`src/lrcd_pkg.sv`:
```
// Package: opcode codes, register fields, cycle counts and decode carrier types
package lrcd_pkg;

	// Register field codes
	localparam logic [2:0] LRCD_REG_B   = 3'h0;
	localparam logic [2:0] LRCD_REG_C   = 3'h1;
	localparam logic [2:0] LRCD_REG_D   = 3'h2;
	localparam logic [2:0] LRCD_REG_E   = 3'h3;
	localparam logic [2:0] LRCD_REG_H   = 3'h4;
	localparam logic [2:0] LRCD_REG_L   = 3'h5;
	localparam logic [2:0] LRCD_REG_MEM = 3'h6;
	localparam logic [2:0] LRCD_REG_ACC = 3'h7;

	// Register-source group prefixes (bits 7..3)
	localparam logic [4:0] LRCD_PFX_AND = 5'h14;
	localparam logic [4:0] LRCD_PFX_XOR = 5'h15;
	localparam logic [4:0] LRCD_PFX_OR  = 5'h16;
	localparam logic [4:0] LRCD_PFX_CMP = 5'h17;

	// Full opcodes
	localparam logic [7:0] LRCD_OP_AND_IMM = 8'hE6;
	localparam logic [7:0] LRCD_OP_XOR_IMM = 8'hEE;
	localparam logic [7:0] LRCD_OP_OR_IMM  = 8'hF6;
	localparam logic [7:0] LRCD_OP_CMP_IMM = 8'hFE;
	localparam logic [7:0] LRCD_OP_RLC     = 8'h07;
	localparam logic [7:0] LRCD_OP_RRC     = 8'h0F;
	localparam logic [7:0] LRCD_OP_RLT     = 8'h17;
	localparam logic [7:0] LRCD_OP_RRT     = 8'h1F;
	localparam logic [7:0] LRCD_OP_INV_A   = 8'h2F;
	localparam logic [7:0] LRCD_OP_SET_CY  = 8'h37;
	localparam logic [7:0] LRCD_OP_INV_CY  = 8'h3F;
	localparam logic [7:0] LRCD_OP_DEC_ADJ = 8'h27;
	localparam logic [7:0] LRCD_OP_INT_ON  = 8'hFB;
	localparam logic [7:0] LRCD_OP_INT_OFF = 8'hF3;
	localparam logic [7:0] LRCD_OP_NOP     = 8'h00;
	localparam logic [7:0] LRCD_OP_HALT    = 8'h76;
	localparam logic [7:0] LRCD_OP_RD_MASK = 8'h20;
	localparam logic [7:0] LRCD_OP_WR_MASK = 8'h30;

	// Cycle counts
	localparam logic [3:0] LRCD_CYC_SHORT = 4'h4;
	localparam logic [3:0] LRCD_CYC_HALT  = 4'h5;
	localparam logic [3:0] LRCD_CYC_LONG  = 4'h7;
	localparam logic [3:0] LRCD_CYC_NONE  = 4'h0;

	// Reset values of outputs
	localparam logic [7:0] LRCD_ACC_RST = 8'h00;

	// Operation classes
	typedef enum logic [4:0] {
		LRCD_OPC_NONE = 5'h00,
		LRCD_OPC_AND  = 5'h01,
		LRCD_OPC_XOR  = 5'h02,
		LRCD_OPC_OR   = 5'h03,
		LRCD_OPC_CMP  = 5'h04,
		LRCD_OPC_RLC  = 5'h05,
		LRCD_OPC_RRC  = 5'h06,
		LRCD_OPC_RLT  = 5'h07,
		LRCD_OPC_RRT  = 5'h08,
		LRCD_OPC_INVA = 5'h09,
		LRCD_OPC_STC  = 5'h0A,
		LRCD_OPC_CMC  = 5'h0B,
		LRCD_OPC_DAA  = 5'h0C,
		LRCD_OPC_EI   = 5'h0D,
		LRCD_OPC_DI   = 5'h0E,
		LRCD_OPC_NOP  = 5'h0F,
		LRCD_OPC_HLT  = 5'h10,
		LRCD_OPC_RIM  = 5'h11,
		LRCD_OPC_SIM  = 5'h12
	} lrcd_op_t;

	// Operand source
	typedef enum logic [1:0] {
		LRCD_SRC_NONE = 2'h0,
		LRCD_SRC_REG  = 2'h1,
		LRCD_SRC_MEM  = 2'h2,
		LRCD_SRC_IMM  = 2'h3
	} lrcd_src_t;

	// Decode result
	typedef struct packed {
		logic      known;
		lrcd_op_t  op;
		lrcd_src_t src;
		logic [2:0] source_reg_field;
		logic [3:0] cycles;
	} lrcd_dec_t;

endpackage

```
`src/lrcd_decode.sv`:
```
// Combinational opcode classifier for the covered groups
`timescale 1ns/100ps
module lrcd_decode
	import lrcd_pkg::*;
(
	input  wire logic [7:0] opcode,
	output lrcd_dec_t       dec
);
	wire logic [4:0] pfx        = opcode[7:3];
	wire logic [2:0] sfield     = opcode[2:0];
	wire logic       is_mem_src = (sfield == LRCD_REG_MEM);
	wire logic       is_reg_grp = (pfx == LRCD_PFX_AND) || (pfx == LRCD_PFX_XOR) ||
	                              (pfx == LRCD_PFX_OR) || (pfx == LRCD_PFX_CMP);

	always_comb begin
		dec                  = '0;
		dec.op               = LRCD_OPC_NONE;
		dec.src              = LRCD_SRC_NONE;
		dec.source_reg_field = sfield;
		dec.cycles           = LRCD_CYC_SHORT;
		dec.known            = 1'b1;
		if (is_reg_grp) begin
			unique case (pfx)
				LRCD_PFX_AND: dec.op = LRCD_OPC_AND;
				LRCD_PFX_XOR: dec.op = LRCD_OPC_XOR;
				LRCD_PFX_OR:  dec.op = LRCD_OPC_OR;
				default:      dec.op = LRCD_OPC_CMP;
			endcase
			dec.src    = is_mem_src ? LRCD_SRC_MEM : LRCD_SRC_REG;
			dec.cycles = is_mem_src ? LRCD_CYC_LONG : LRCD_CYC_SHORT;
		end else begin
			unique case (opcode)
				LRCD_OP_AND_IMM: begin
					dec.op = LRCD_OPC_AND;
					dec.src = LRCD_SRC_IMM;
					dec.cycles = LRCD_CYC_LONG;
				end
				LRCD_OP_XOR_IMM: begin
					dec.op = LRCD_OPC_XOR;
					dec.src = LRCD_SRC_IMM;
					dec.cycles = LRCD_CYC_LONG;
				end
				LRCD_OP_OR_IMM: begin
					dec.op = LRCD_OPC_OR;
					dec.src = LRCD_SRC_IMM;
					dec.cycles = LRCD_CYC_LONG;
				end
				LRCD_OP_CMP_IMM: begin
					dec.op = LRCD_OPC_CMP;
					dec.src = LRCD_SRC_IMM;
					dec.cycles = LRCD_CYC_LONG;
				end
				LRCD_OP_RLC:     dec.op = LRCD_OPC_RLC;
				LRCD_OP_RLT:     dec.op = LRCD_OPC_RLT;
				LRCD_OP_RRC:     dec.op = LRCD_OPC_RRC;
				LRCD_OP_RRT:     dec.op = LRCD_OPC_RRT;
				LRCD_OP_INV_A:   dec.op = LRCD_OPC_INVA;
				LRCD_OP_SET_CY:  dec.op = LRCD_OPC_STC;
				LRCD_OP_INV_CY:  dec.op = LRCD_OPC_CMC;
				LRCD_OP_DEC_ADJ: dec.op = LRCD_OPC_DAA;
				LRCD_OP_INT_ON:  dec.op = LRCD_OPC_EI;
				LRCD_OP_INT_OFF: dec.op = LRCD_OPC_DI;
				LRCD_OP_NOP:     dec.op = LRCD_OPC_NOP;
				LRCD_OP_RD_MASK: dec.op = LRCD_OPC_RIM;
				LRCD_OP_WR_MASK: dec.op = LRCD_OPC_SIM;
				LRCD_OP_HALT: begin
					dec.op = LRCD_OPC_HLT;
					dec.cycles = LRCD_CYC_HALT;
				end
				default: begin
					dec.known = 1'b0;
					dec.cycles = LRCD_CYC_NONE;
				end
			endcase
		end
	end
endmodule

```
`src/lrcd_top.sv`:
```
// Logical, rotate, special and control opcode decoder with cycle timing
//
// Functional notes
// - 1010_0sss AND, 1010_1sss XOR, 1011_0sss OR; register forms take 4 cycles.
// - Source field 110 selects memory operand; memory forms take 7 cycles.
// - E6h AND, EEh XOR, F6h OR immediate; operand is next byte; 7 cycles.
// - Compare: register 1011_1sss in 4, memory BEh in 7, immediate FEh in 7.
// - Three-bit register fields: B,C,D,E,H,L, 110 memory, 111 accumulator.
// - 07h rotates accumulator left circular, 17h left through carry; 4 cycles.
// - 0Fh rotates accumulator right circular, 1Fh right through carry; 4 cycles.
// - Conditional instructions have short and long durations, e.g. 6 or 12.
// - Output levels are undefined until the first reset is applied.
`timescale 1ns/100ps
module lrcd_top
	import lrcd_pkg::*;
(
	input  wire logic       mclk,
	input  wire logic       nrst,
	input  wire logic       clk_en,
	input  wire logic [7:0] fetch_data,
	input  wire logic       fetch_valid,
	input  wire logic       cond_met,
	input  wire logic [3:0] cond_short,
	input  wire logic [3:0] cond_long,
	input  wire logic       cond_valid,
	output lrcd_op_t        op_out,
	output lrcd_src_t       src_out,
	output logic [2:0]      source_reg_field,
	output logic [7:0]      imm_operand,
	output logic            dec_valid,
	output logic            unknown_op,
	output logic            busy,
	output logic            instr_done,
	output logic [3:0]      cycles_total,
	output logic            halted
);
	// Reset synchroniser; rule 10 is served by defined reset values
	logic rst_s1_q;
	logic rst_s2_q;
	always_ff @(posedge mclk or negedge nrst) begin
		if (!nrst) begin
			rst_s1_q <= 1'b0;
			rst_s2_q <= 1'b0;
		end else begin
			rst_s1_q <= 1'b1;
			rst_s2_q <= rst_s1_q;
		end
	end
	wire logic rst_n = rst_s2_q;

	typedef enum logic [3:0] {
		LRCD_ST_FETCH = 4'b0001,
		LRCD_ST_IMM   = 4'b0010,
		LRCD_ST_EXEC  = 4'b0100,
		LRCD_ST_HALT  = 4'b1000
	} lrcd_state_t;

	lrcd_state_t state_q;
	lrcd_state_t state_d;
	lrcd_dec_t   dec;
	lrcd_dec_t   dec_q;
	logic [3:0]  cnt_q;
	logic [3:0]  cnt_d;
	logic [7:0]  imm_q;

	lrcd_decode u_dec (
		.opcode (fetch_data),
		.dec    (dec)
	);

	// Conditional durations chosen by the flag outcome
	wire logic [3:0] cond_cycles = cond_met ? cond_long : cond_short;
	wire logic       take_op     = (state_q == LRCD_ST_FETCH) && fetch_valid;
	wire logic       take_cond   = (state_q == LRCD_ST_FETCH) && !fetch_valid && cond_valid;
	wire logic [3:0] new_cycles  = take_cond ? cond_cycles : dec.cycles;
	wire logic       need_imm    = dec.known && (dec.src == LRCD_SRC_IMM);
	wire logic       last_cyc    = (cnt_q <= 4'h1);

	always_comb begin
		state_d = state_q;
		cnt_d   = (cnt_q != 4'h0) ? cnt_q - 4'h1 : cnt_q;
		unique case (state_q)
			LRCD_ST_FETCH: begin
				if (take_op && dec.known) begin
					cnt_d   = dec.cycles - 4'h1;
					state_d = need_imm ? LRCD_ST_IMM : LRCD_ST_EXEC;
				end else if (take_cond && cond_cycles != 4'h0) begin
					cnt_d   = cond_cycles - 4'h1;
					state_d = LRCD_ST_EXEC;
				end
			end
			LRCD_ST_IMM: begin
				// Count holds while the operand byte is late
				cnt_d = cnt_q;
				if (fetch_valid) begin
					cnt_d   = (cnt_q != 4'h0) ? cnt_q - 4'h1 : cnt_q;
					state_d = LRCD_ST_EXEC;
				end
			end
			LRCD_ST_EXEC: begin
				if (last_cyc) begin
					state_d = (dec_q.op == LRCD_OPC_HLT) ? LRCD_ST_HALT : LRCD_ST_FETCH;
				end
			end
			LRCD_ST_HALT: state_d = LRCD_ST_HALT;
			default: begin
				state_d = LRCD_ST_FETCH;
				cnt_d   = 4'h0;
			end
		endcase
	end

	always_ff @(posedge mclk or negedge rst_n) begin
		if (!rst_n) begin
			state_q <= LRCD_ST_FETCH;
			cnt_q   <= 4'h0;
			dec_q   <= '0;
			imm_q   <= LRCD_ACC_RST;
		end else if (clk_en) begin
			state_q <= state_d;
			cnt_q   <= cnt_d;
			if (take_op) begin
				dec_q <= dec;
			end else if (take_cond) begin
				dec_q <= '{known: 1'b1, op: LRCD_OPC_NONE, src: LRCD_SRC_NONE,
				           source_reg_field: 3'h0, cycles: cond_cycles};
			end
			if (state_q == LRCD_ST_IMM && fetch_valid) begin
				imm_q <= fetch_data;
			end
		end
	end

	// Registered outputs
	always_ff @(posedge mclk or negedge rst_n) begin
		if (!rst_n) begin
			op_out           <= LRCD_OPC_NONE;
			src_out          <= LRCD_SRC_NONE;
			source_reg_field <= 3'h0;
			imm_operand      <= LRCD_ACC_RST;
			dec_valid        <= 1'b0;
			unknown_op       <= 1'b0;
			busy             <= 1'b0;
			instr_done       <= 1'b0;
			cycles_total     <= LRCD_CYC_NONE;
			halted           <= 1'b0;
		end else if (clk_en) begin
			dec_valid  <= (take_op && dec.known) || take_cond;
			unknown_op <= take_op && !dec.known;
			if (take_op && dec.known) begin
				op_out           <= dec.op;
				src_out          <= dec.src;
				source_reg_field <= dec.source_reg_field;
				cycles_total     <= new_cycles;
			end else if (take_cond) begin
				op_out       <= LRCD_OPC_NONE;
				src_out      <= LRCD_SRC_NONE;
				cycles_total <= cond_cycles;
			end
			if (state_q == LRCD_ST_IMM && fetch_valid) begin
				imm_operand <= fetch_data;
			end
			busy       <= (state_d != LRCD_ST_FETCH) && (state_d != LRCD_ST_HALT);
			instr_done <= (state_q == LRCD_ST_EXEC) && last_cyc;
			halted     <= (state_d == LRCD_ST_HALT);
		end
	end
endmodule

```
`config.mk`:
```
export PLATFORM = sky130hd
export DESIGN_NAME = lrcd_top
export DESIGN_NICKNAME = d
export VERILOG_FILES = /design/src/lrcd_pkg.sv /design/src/lrcd_decode.sv /design/src/lrcd_top.sv
export SDC_FILE = /design/constraint.sdc
export NUM_CORES = 1
export LEC_CHECK = 0
export ABC_AREA = 1
export BUFFER_PORTS_ARGS = -buffer_cell sky130_fd_sc_hd__buf_2
export CAP_MARGIN = 20
export CORE_ASPECT_RATIO = 0.75
export CORE_MARGIN = 2
export CORE_UTILIZATION = 51
export DETAILED_ROUTE_END_ITERATION = 10
export PLACE_DENSITY = 0.74
export SYNTH_ARGS = -nofsm -noshare
export SYNTH_HDL_FRONTEND = slang
export SYNTH_SLANG_ARGS = --single-unit
```
`constraint.sdc`:
```
create_clock -name mclk -period 1.1 [get_ports mclk]
set_input_delay 0.22 -clock mclk [delete_from_list [all_inputs] [get_ports mclk]]
set_output_delay 0.22 -clock mclk [all_outputs]
set_load 0.02 [all_outputs]
```
# == After elaboration in Yosys (flattened, before gate mapping) ==
# Cells that the tools add are included.
# totals
out_inout_bits,27
in_bits,22
register_bits,42
elab_cells,113
# classes
muxes,32
add_sub_neg,3
n_reduce_logical,30
n_lt_le_gt_ge,1
eq_ne,32
# op_table
operator,n
$pmux 5 s18,1
$mux 4,14
$eq 8x6->1 const B,6
$eq 8x8->1 const B,6
$mux 14,2
$eq 5x5->1 const B,5
$pmux 3 s3,2
$reduce_or 18->1,1
$eq 8x5->1 const B,2
$pmux 4 s4,1
$reduce_or 13->1,1
$pmux 4 s3,1
$sub 4x1->4 const B,3
$logic_and 1x1->1,10
$mux 2,5
$mux 5,2
$reduce_and 2->1,5
$eq 4x4->1 const B,2
$eq 8x3->1 const B,1
$eq 8x4->1 const B,1
$eq 8x7->1 const B,1
$logic_not 8->1,1
$reduce_bool 4->1,2
$mux 7,1
16 further kinds,22

# == Logic depth before layout (Yosys ltp) ==
# Gate-level depths: netlist of the first run.
# depth
word_depth,12
mapped_depth,15

# == By module ==
# A second synthesis of the first run with hierarchy kept.
# unflattened
cells_unflattened,380
hier_area_um2,2741.4
# by_module_without_submodules
mod,n_inst,cells_per_inst,seq_area_each_um2,area_each_um2
lrcd_top,1,263,1052.3,2195.9
lrcd_decode,1,117,0.0,545.5

# == Worst setup path after synthesis of the first run ==
# No wires, ideal clock.
# synth_path
path_kind,input to register
startpoint,input cond_short[1]
endpoint,register cnt_q[1]
required_time_ns,0.983
t_arrival_ns,1.613
cell_stages,12
n_path_buf,0
path_slack_ns,-0.630
path_cell_list,or2_2 > o21ai_0 > ha_1 > nand2_1 > nor2_1 > nor2_8 > o21ai_1 > nor2_1 > nand2_1 > nand2_1 > nor2_1 > nor2_1
# synth_between
elab_chain_cells,6
elab_cells_between_ends,7
classes_between,add/sub (1); mux (4); reduce/logical (2)
# synth_rtl
item,line,source
from (decl),lrcd_top.sv:23,"input wire logic [3:0] cond_short,"
$mux 4 *,lrcd_top.sv:72,wire logic [3:0] cond_cycles = cond_met ? cond_long : cond_short;
"parallel branches: the longest is 2 deep, another holds $sub 4x1->4",-,
$mux 4 *,lrcd_top.sv:87,end else if (take_cond && cond_cycles != 4'h0) begin
$mux 4 *,lrcd_top.sv:84,if (take_op && dec.known) begin
$pmux 4 s3 *,lrcd_top.sv:82,unique case (state_q)
to (signal assigned),lrcd_top.sv:121,cnt_q <= cnt_d;
to (decl),lrcd_top.sv:62,logic [3:0] cnt_q;
# Every way passes the cells marked *.
# A chain may end at the register's enable or synchronous reset.

# == Worst setup path after layout of the first run ==
# layout_path
startpoint,register state_q[0]
endpoint,register dec_q[13] in the netlist's numbering
# layout_between
elab_chain_cells,5
elab_cells_between_ends,7
classes_between,eq/ne (1); mux (1); reduce/logical (5)
# layout_rtl
item,line,source
from (decl),lrcd_top.sv:58,lrcd_state_t state_q;
from (signal assigned),lrcd_top.sv:120,state_q <= state_d;
$eq 4x1->1 *,"lrcd_top.sv:73, lrcd_top.sv:74",
$logic_and 1x1->1 (2 in series),lrcd_top.sv:74,wire logic take_cond = (state_q == LRCD_ST_FETCH) && !fetch_valid && cond_valid;
$reduce_bool 2->1 (no line),-,
$reduce_and 2->1 (no line),-,
to (signal assigned),lrcd_top.sv:125,"dec_q <= '{known: 1'b1, op: LRCD_OPC_NONE, src: LRCD_SRC_NONE,"
to (decl),lrcd_top.sv:61,lrcd_dec_t dec_q;
# Every way passes the cells marked *; elsewhere a longest branch is shown, timed or not.

==> results.sh, run 1 <==
export IMPL_combPwrFrac_pct=53.0
export IMPL_number_of_global_route_vias_before_repair=2693
export IMPL_synth_area_um2=2700
export IMPL_syn_instance_count=351
export IMPL_hold_viol_final=0
export IMPL_hold_class="register to asynchronous set/reset pin"
export IMPL_setup_ws_ns=-0.660
export IMPL_fillerInstances=309
export IMPL_insertion_delay_ns=0.30
export IMPL_share_seq_of_total_power_pct=31.3
export IMPL_syn_num_nets=379
export IMPL_timing_final_setup_violations=42
export IMPL_die_area_um2=5900
export IMPL_count_of_flip_flops_with_a_built_in_enable_after_synthesis=0
export IMPL_synth_warnings=0
export IMPL_timing_max_transition_violations_final=0
export IMPL_avgSynthCellArea_um2=7.70
export IMPL_synth_async_reset_ratio_pct=100
export IMPL_power_density_nw_per_um2=1580
export IMPL_cts_buffer_depth=2
export IMPL_max_stage_delay_ns=0.57
export IMPL_dieHeight_um=67.0
export IMPL_cell_internal_pwr_mw=3.95
export IMPL_path_clk_slew_ns=0.09
export IMPL_core_rowCount=22
export IMPL_placed_cell_area_um2=3660
export IMPL_cell_total_after_placement=544
export IMPL_final_core_util_pct=84.5
export IMPL_hpwlAfterDp_um=5910
export IMPL_crit_chain="inv_2, nor3_4, nand3_4, buf_4, inv_4, o21ai_0, buf_4, nand2_1, o21ai_0"
export IMPL_finalNetCount=526
export IMPL_via_per_inst=5.13
export IMPL_crit_fanout=5
export IMPL_final_seq_area_um2=1050
export IMPL_setup_worst_path_start_class="register"
export IMPL_final_min_clock_period_ns=1.76
export IMPL_post_synth_num_cell_types=44
export IMPL_worstMarginPinSlew_ns=0.483
export IMPL_start_util_pct=53.9
export IMPL_wire_length_of_the_first_global_routing_pass_um=12500
export IMPL_largest_net_degree_at_the_start_of_global_routing=22
export IMPL_final_antenna_net_count=0
export IMPL_cts_max_level=2
export IMPL_globalRouteTotalUtil_pct=27.8
export IMPL_layout_cells_excl_fill=571
export IMPL_violated_checks="setup timing"
export IMPL_design_portCount=49
export IMPL_required_ns=1.26
export IMPL_globalRoute_totalOverflow=0
export IMPL_net_switching_mw=2.72
export IMPL_outcome="complete, but fails checks"
export IMPL_dr_total_vias=2932
export IMPL_p_clk_share_pct=15.7
export IMPL_count_of_buffers_from_port_buffering=48
export IMPL_antenna_cells=0
export IMPL_swShare_pct=40.8
export IMPL_worst_hold_slack_ns=0.153
export IMPL_cts_root_buffer="sky130_fd_sc_hd__clkbuf_8"
export IMPL_multi_input_area_um2=1720
export IMPL_totalPowerFinal_mw=6.67
export IMPL_seq_area_frac_synth_pct=39.0
export IMPL_dieWidth_um=88.0
export IMPL_ir_drop_mv=1.04
export IMPL_clock_sink_count=42
export IMPL_drt_initial_drc_count=193
export IMPL_final_area_um2=4230
export IMPL_timing_clock_skew_ns=0.00288
export IMPL_cell_type_of_the_slowest_stage_on_the_worst_timing_path="sky130_fd_sc_hd__dfstp_2"
export IMPL_core_um2=5010
export IMPL_timing_critical_path_to_type="register"
export IMPL_setup_repair_after_global_routing_missed_its_margin="yes"
export IMPL_max_slew_margin_pct=67.4
export IMPL_ys_flop_type="sky130_fd_sc_hd__dfrtp_1"
export IMPL_drc=0
export IMPL_wl_per_instance_um=15.1
export IMPL_area_growth_pct=56.7
export IMPL_cts_buffers=5
export IMPL_drt_total_wl_um=8600
export IMPL_max_clock_freq_mhz=568
export IMPL_leakage_dissipation_nw=2.15
export IMPL_critical_path_type="register to register"
export IMPL_gpl_final_weighted_congestion=0.930
export IMPL_worst_endpoint_arrival_ns=1.92
export IMPL_layout_drive_gt1_share_pct=52.3
export IMPL_drv_cap=0
export IMPL_yosys_register_bits=42
export IMPL_grt_antenna_before_repair=0
export IMPL_drt_pass1_iterations=4
export IMPL_cts_tree="yes"
export IMPL_period_share_pct=160
-- timing repair --
item	4_1_cts	5_1_grt
hold endpoints to repair	2	0
pin swaps	5	14
resized for setup	28	60
setup endpoints to repair	42	55
hold buffers	1	0
cloned	0	1
setup buffers	7	13
-- power groups by stage --
stage	Clock [mW]	Combinational (mW)	Sequential, mW
global route	1.12	3.77	2.12
finish	1.05	3.54	2.09
CTS	1.06	2.94	2.06
global placement	0	2.61	2.07
detailed placement	0	2.66	2.08
floorplan	0	1.27	2.34
-- synthesized netlist by cell type, types with 4 or more instances --
cell	count	share of area, %
sky130_fd_sc_hd__nand2_1	89	12
sky130_fd_sc_hd__nor2_1	44	6.1
sky130_fd_sc_hd__dfrtp_1	41	38
sky130_fd_sc_hd__inv_1	24	3.3
sky130_fd_sc_hd__o21ai_0	20	3.7
sky130_fd_sc_hd__nand3_1	18	3.3
sky130_fd_sc_hd__inv_2	12	1.7
sky130_fd_sc_hd__o21ai_1	12	2.2
sky130_fd_sc_hd__a21oi_1	8	1.5
sky130_fd_sc_hd__nand3_2	8	3.0
sky130_fd_sc_hd__o21ai_2	7	2.3
sky130_fd_sc_hd__ha_1	6	2.8
sky130_fd_sc_hd__nor2_2	6	1.4
sky130_fd_sc_hd__nor3_1	6	1.1
sky130_fd_sc_hd__nand2_2	5	1.2
sky130_fd_sc_hd__nand4_1	4	0.93
sky130_fd_sc_hd__nor2_4	4	1.7
-- critical path: cells and delay by family (launching register included) --
family          cells  cell delay, ns
flops               1            0.57
compound gates      2            0.21
buf+inv             4            0.46
simple gates        3            0.38
-- area by class of cell --
cell class              count  area share [%]
repair buffers            146            26.8
flip-flops and latches     42            24.9
multi-input cells         266            40.6
clock inverters             3           0.591
inverters                  37            3.34
well taps                  72            2.13
clock buffers               5            1.63
-- cell usage in the layout, fill, tap and decap left out, drive strengths merged --
master	count
o31ai	2
clkinvlp	1
ha	6
a21oi	8
and3	1
a211oi	1
nand2	97
o22a	1
or2	2
xor2	1
xnor2	2
nand4	6
nand3	27
a22oi	1
o22ai	1
a2111oi	1
dlygate4sd3	1
dfstp	1
buf	144
o21ai	39
nor3	7
a31oi	3
dfrtp	41
o41ai	1
clkinv	2
conb	1
nor4	3
inv	37
clkbuf	6
nor2	55
-- sequential cells by signal (all words and copies together), names as in the netlist, 2 cells and up --
name / count
dec_q: 5
imm_operand: 8
cnt_q: 4
src_out: 2
state_q: 4
cycles_total: 4
op_out: 5
source_reg_field: 3
-- per-stage QoR --
stage | setup TNS [ns] | setup slack, ns
final | -20.44 | -0.660
after detailed placement | -20.37 | -0.626
after global routing | -23.01 | -0.735
after global placement | -19.36 | -0.596
after floorplan | -15.37 | -0.530
after CTS | -16.99 | -0.534
-- routing by layer --
layer	vias to the layer above	share of wire, %	global-route usage [%]
met4	0	1.9	5.87
li1	1447	-	-
met2	83	48	43.9
met1	1384	46	39.6
met3	18	4.3	5.20
met5	-	0	0
-- cell families (layout without fill, tap and decap cells) --
kind of cell / after synthesis / in the layout / synth area share, %
and+or+nand+nor: 198 / 198 / 37.2
AOI/OAI and AO/OA: 58 / 58 / 13.1
buffers and inverters: 43 / 191 / 6.81
DFF: 42 / 42 / 39.0
adders and majority gates: 6 / 6 / 2.78
xor gates and xnor gates: 3 / 3 / 0.973
other: 1 / 1 / 0.139
-- worst paths after layout --
| path | cells past startpoint | slack [ns] | to | from |
|---|---|---|---|---|
| worst max register to register | 9 | -0.66 | dec_q[13] | state_q[0] |
| worst min register to register | 0 | 0.15 | source_reg_field[1] | rst_n |
| max in group asynchronous | 1 | 0.53 | imm_operand[3] | rst_n |
| worst min-delay path | 0 | 0.15 | source_reg_field[1] | rst_n |
| min in group mclk | 4 | 0.31 | source_reg_field[0] | fetch_data[0] |
| worst max-delay path | 9 | -0.66 | dec_q[13] | state_q[0] |
Power figures use the tool's default switching activity.
==> inputs of run 2 (changes only) <==
CORE_UTILIZATION = 55   (was 51)
PLACE_DENSITY = 0.76   (was 0.74)
clock period = 1.82 ns   (was 1.1 ns; I/O delays follow)
==> results.sh, run 2 (same netlist as run 1, synthesis figures left out) <==
export IMPL_via_per_inst=5.31
export IMPL_start_util_pct=56.1
export IMPL_critPathBufInv=2
export IMPL_cts_max_level=2
export IMPL_design_portCount=49
export IMPL_timing_critical_path_to_type="register"
export IMPL_hold_class="register to asynchronous set/reset pin"
export IMPL_power_density_nw_per_um2=947
export IMPL_wire_length_of_the_first_global_routing_pass_um=11100
export IMPL_wl_met2_um=2780
export IMPL_final_area_um2=3410
export IMPL_layout_drive_gt1_share_pct=35.1
export IMPL_final_antenna_net_count=0
export IMPL_cts_tree="yes"
export IMPL_timing_clock_skew_ns=0.00681
export IMPL_die_area_um2=5490
export IMPL_final_min_clock_period_ns=1.73
export IMPL_drv_cap=0
export IMPL_worst_hold_slack_ns=0.304
export IMPL_cts_root_buffer="sky130_fd_sc_hd__clkbuf_8"
export IMPL_met3RoutedLength_um=645
export IMPL_drt_total_wl_um=6620
export IMPL_max_stage_delay_ns=0.59
export IMPL_largest_register_ff_count=8
export IMPL_critPathLaunch="state_q[0]"
export IMPL_crit_chain="inv_2, nor3_4, nand3_4, nor2_8, buf_4, o21ai_1, nor2_1, nand2_1, nand2_1, nor2_2, nor2_1"
export IMPL_crit_fanout=6
export IMPL_globalRouteTotalUtil_pct=25.5
export IMPL_drt_pass1_iterations=5
export IMPL_antenna_cells=0
export IMPL_core_rowCount=22
export IMPL_dieWidth_um=84.9
export IMPL_layout_top_registers="imm_operand (8), dec_q (5), op_out (5)"
export IMPL_wl_per_instance_um=13.2
export IMPL_path_clk_slew_ns=0.09
export IMPL_max_slew_margin_pct=66.7
export IMPL_count_of_buffers_from_port_buffering=48
export IMPL_required_ns=2.05
export IMPL_worstMarginPinSlew_ns=0.493
export IMPL_timing_final_setup_violations=0
export IMPL_number_of_global_route_vias_before_repair=2442
export IMPL_setup_reg_to_reg_worst_slack_ns=0.09
export IMPL_globalRoute_totalOverflow=0
export IMPL_area_growth_pct=26.4
export IMPL_cts_buffers=5
export IMPL_hpwlAfterDp_um=5100
export IMPL_cts_buffer_depth=2
export IMPL_post_place_setup_slack_ns=-0.139
export IMPL_cell_type_of_the_slowest_stage_on_the_worst_timing_path="sky130_fd_sc_hd__dfstp_2"
export IMPL_reg2reg_depth=11
export IMPL_insertion_delay_ns=0.29
export IMPL_setup_worst_path_start_class="register"
export IMPL_gpl_final_weighted_congestion=0.928
export IMPL_top_signal_layer_used="met4"
export IMPL_detail_route_wirelength_met1_um=3130
export IMPL_timing_max_transition_violations_final=0
export IMPL_registers_top_by_ff_count="imm_operand"
export IMPL_critical_path_type="register to register"
export IMPL_final_cell_mix="sky130_fd_sc_hd__nand2_1, sky130_fd_sc_hd__buf_2, sky130_fd_sc_hd__nor2_1, sky130_fd_sc_hd__dfrtp_1, sky130_fd_sc_hd__buf_4"
export IMPL_largest_net_degree_at_the_start_of_global_routing=41
export IMPL_max_clock_freq_mhz=577
export IMPL_ir_drop_mv=0.710
export IMPL_setup_ws_ns=0.0872
export IMPL_period_share_pct=95.2
export IMPL_clock_sink_count=42
export IMPL_reg2reg_from="state_q[0]"
export IMPL_dieHeight_um=64.7
export IMPL_grt_antenna_before_repair=0
export IMPL_dr_total_vias=2664
export IMPL_critical_path_top_delay_family="simple AND/OR/NAND/NOR gates"
export IMPL_reg2reg_to="cnt_q[1]"
export IMPL_drc=0
export IMPL_hold_viol_final=0
export IMPL_finalNetCount=469
export IMPL_core_um2=4820
export IMPL_placed_cell_area_um2=3270
export IMPL_leakage_dissipation_nw=1.79
export IMPL_outcome="complete, no violations"
export IMPL_drt_initial_drc_count=239
export IMPL_final_common_cell="sky130_fd_sc_hd__nand2_1"
export IMPL_worst_endpoint_arrival_ns=1.96
## run 2: cell types whose count changed in the layout (fill, tap and decap cells not counted), moves of 4 or more
cell,previous run,this run
sky130_fd_sc_hd__nand2_2,14,6
sky130_fd_sc_hd__buf_4,83,37
sky130_fd_sc_hd__nand2_4,7,2
sky130_fd_sc_hd__buf_2,39,49
sky130_fd_sc_hd__buf_6,18,0
sky130_fd_sc_hd__o21ai_2,14,7
sky130_fd_sc_hd__inv_1,15,23
sky130_fd_sc_hd__nand2_1,74,87
sky130_fd_sc_hd__nor2_1,36,42
sky130_fd_sc_hd__inv_2,20,13
sky130_fd_sc_hd__o21ai_1,9,13
sky130_fd_sc_hd__nor2_2,12,7
sky130_fd_sc_hd__o21ai_0,15,19
## run 2: worst max-delay path by stage
| stage | endpoint | depth (start not counted) | slack (ns) |
|---|---|---|---|
| 2_1_floorplan | cnt_q[1] | 12 | 0.03 |
| 6_report | cnt_q[1] | 11 | 0.09 |
| 4_1_cts | cnt_q[1] | 11 | 0.01 |
| 3_5_place_dp | cnt_q[1] | 13 | -0.14 |
| 5_1_grt | cnt_q[1] | 14 | -0.02 |
| 3_3_place_gp | cnt_q[1] | 13 | -0.05 |
## run 2: what timing repair did
item,4_1_cts,5_1_grt
endpoints found under the setup margin,0,14
setup buffers,0,4
hold buffers,1,0
hold endpoints to repair,2,0
resized for setup,0,8
## run 2: layout make-up
type	instances	area (um^2)
multi-input combinational	266	1490
fill	405	1400
inverter	37	139
sequential	42	1050
clock inverter	3	21.3
timing repair buffer	89	573
tap	60	75.1
clock buffer	5	68.8
## run 2: routing by layer
metal	global-route usage, %	up-vias
li1	-	1334
met1	36.1	1200
met2	37.3	122
met4	6.15	0
met3	9.17	8
met5	0	-
## run 2: where the power goes
part	switching (mW)	leakage (nW)	internal [mW]
Sequential	0.128	0.548	1.12
Clock	0.349	0.0441	0.270
Combinational	0.829	1.19	0.534
## run 2: through the flow
stage	utilization (%)	TNS, ns	total power, mW	instances
floorplan	-	0	2.15	351
CTS	69.9	0	3.21	498
global route	70.9	-0.0324	3.46	502
finish	70.9	0	3.23	502
detailed placement	67.9	-0.292	2.58	489
global placement	67.9	-0.0683	2.53	489
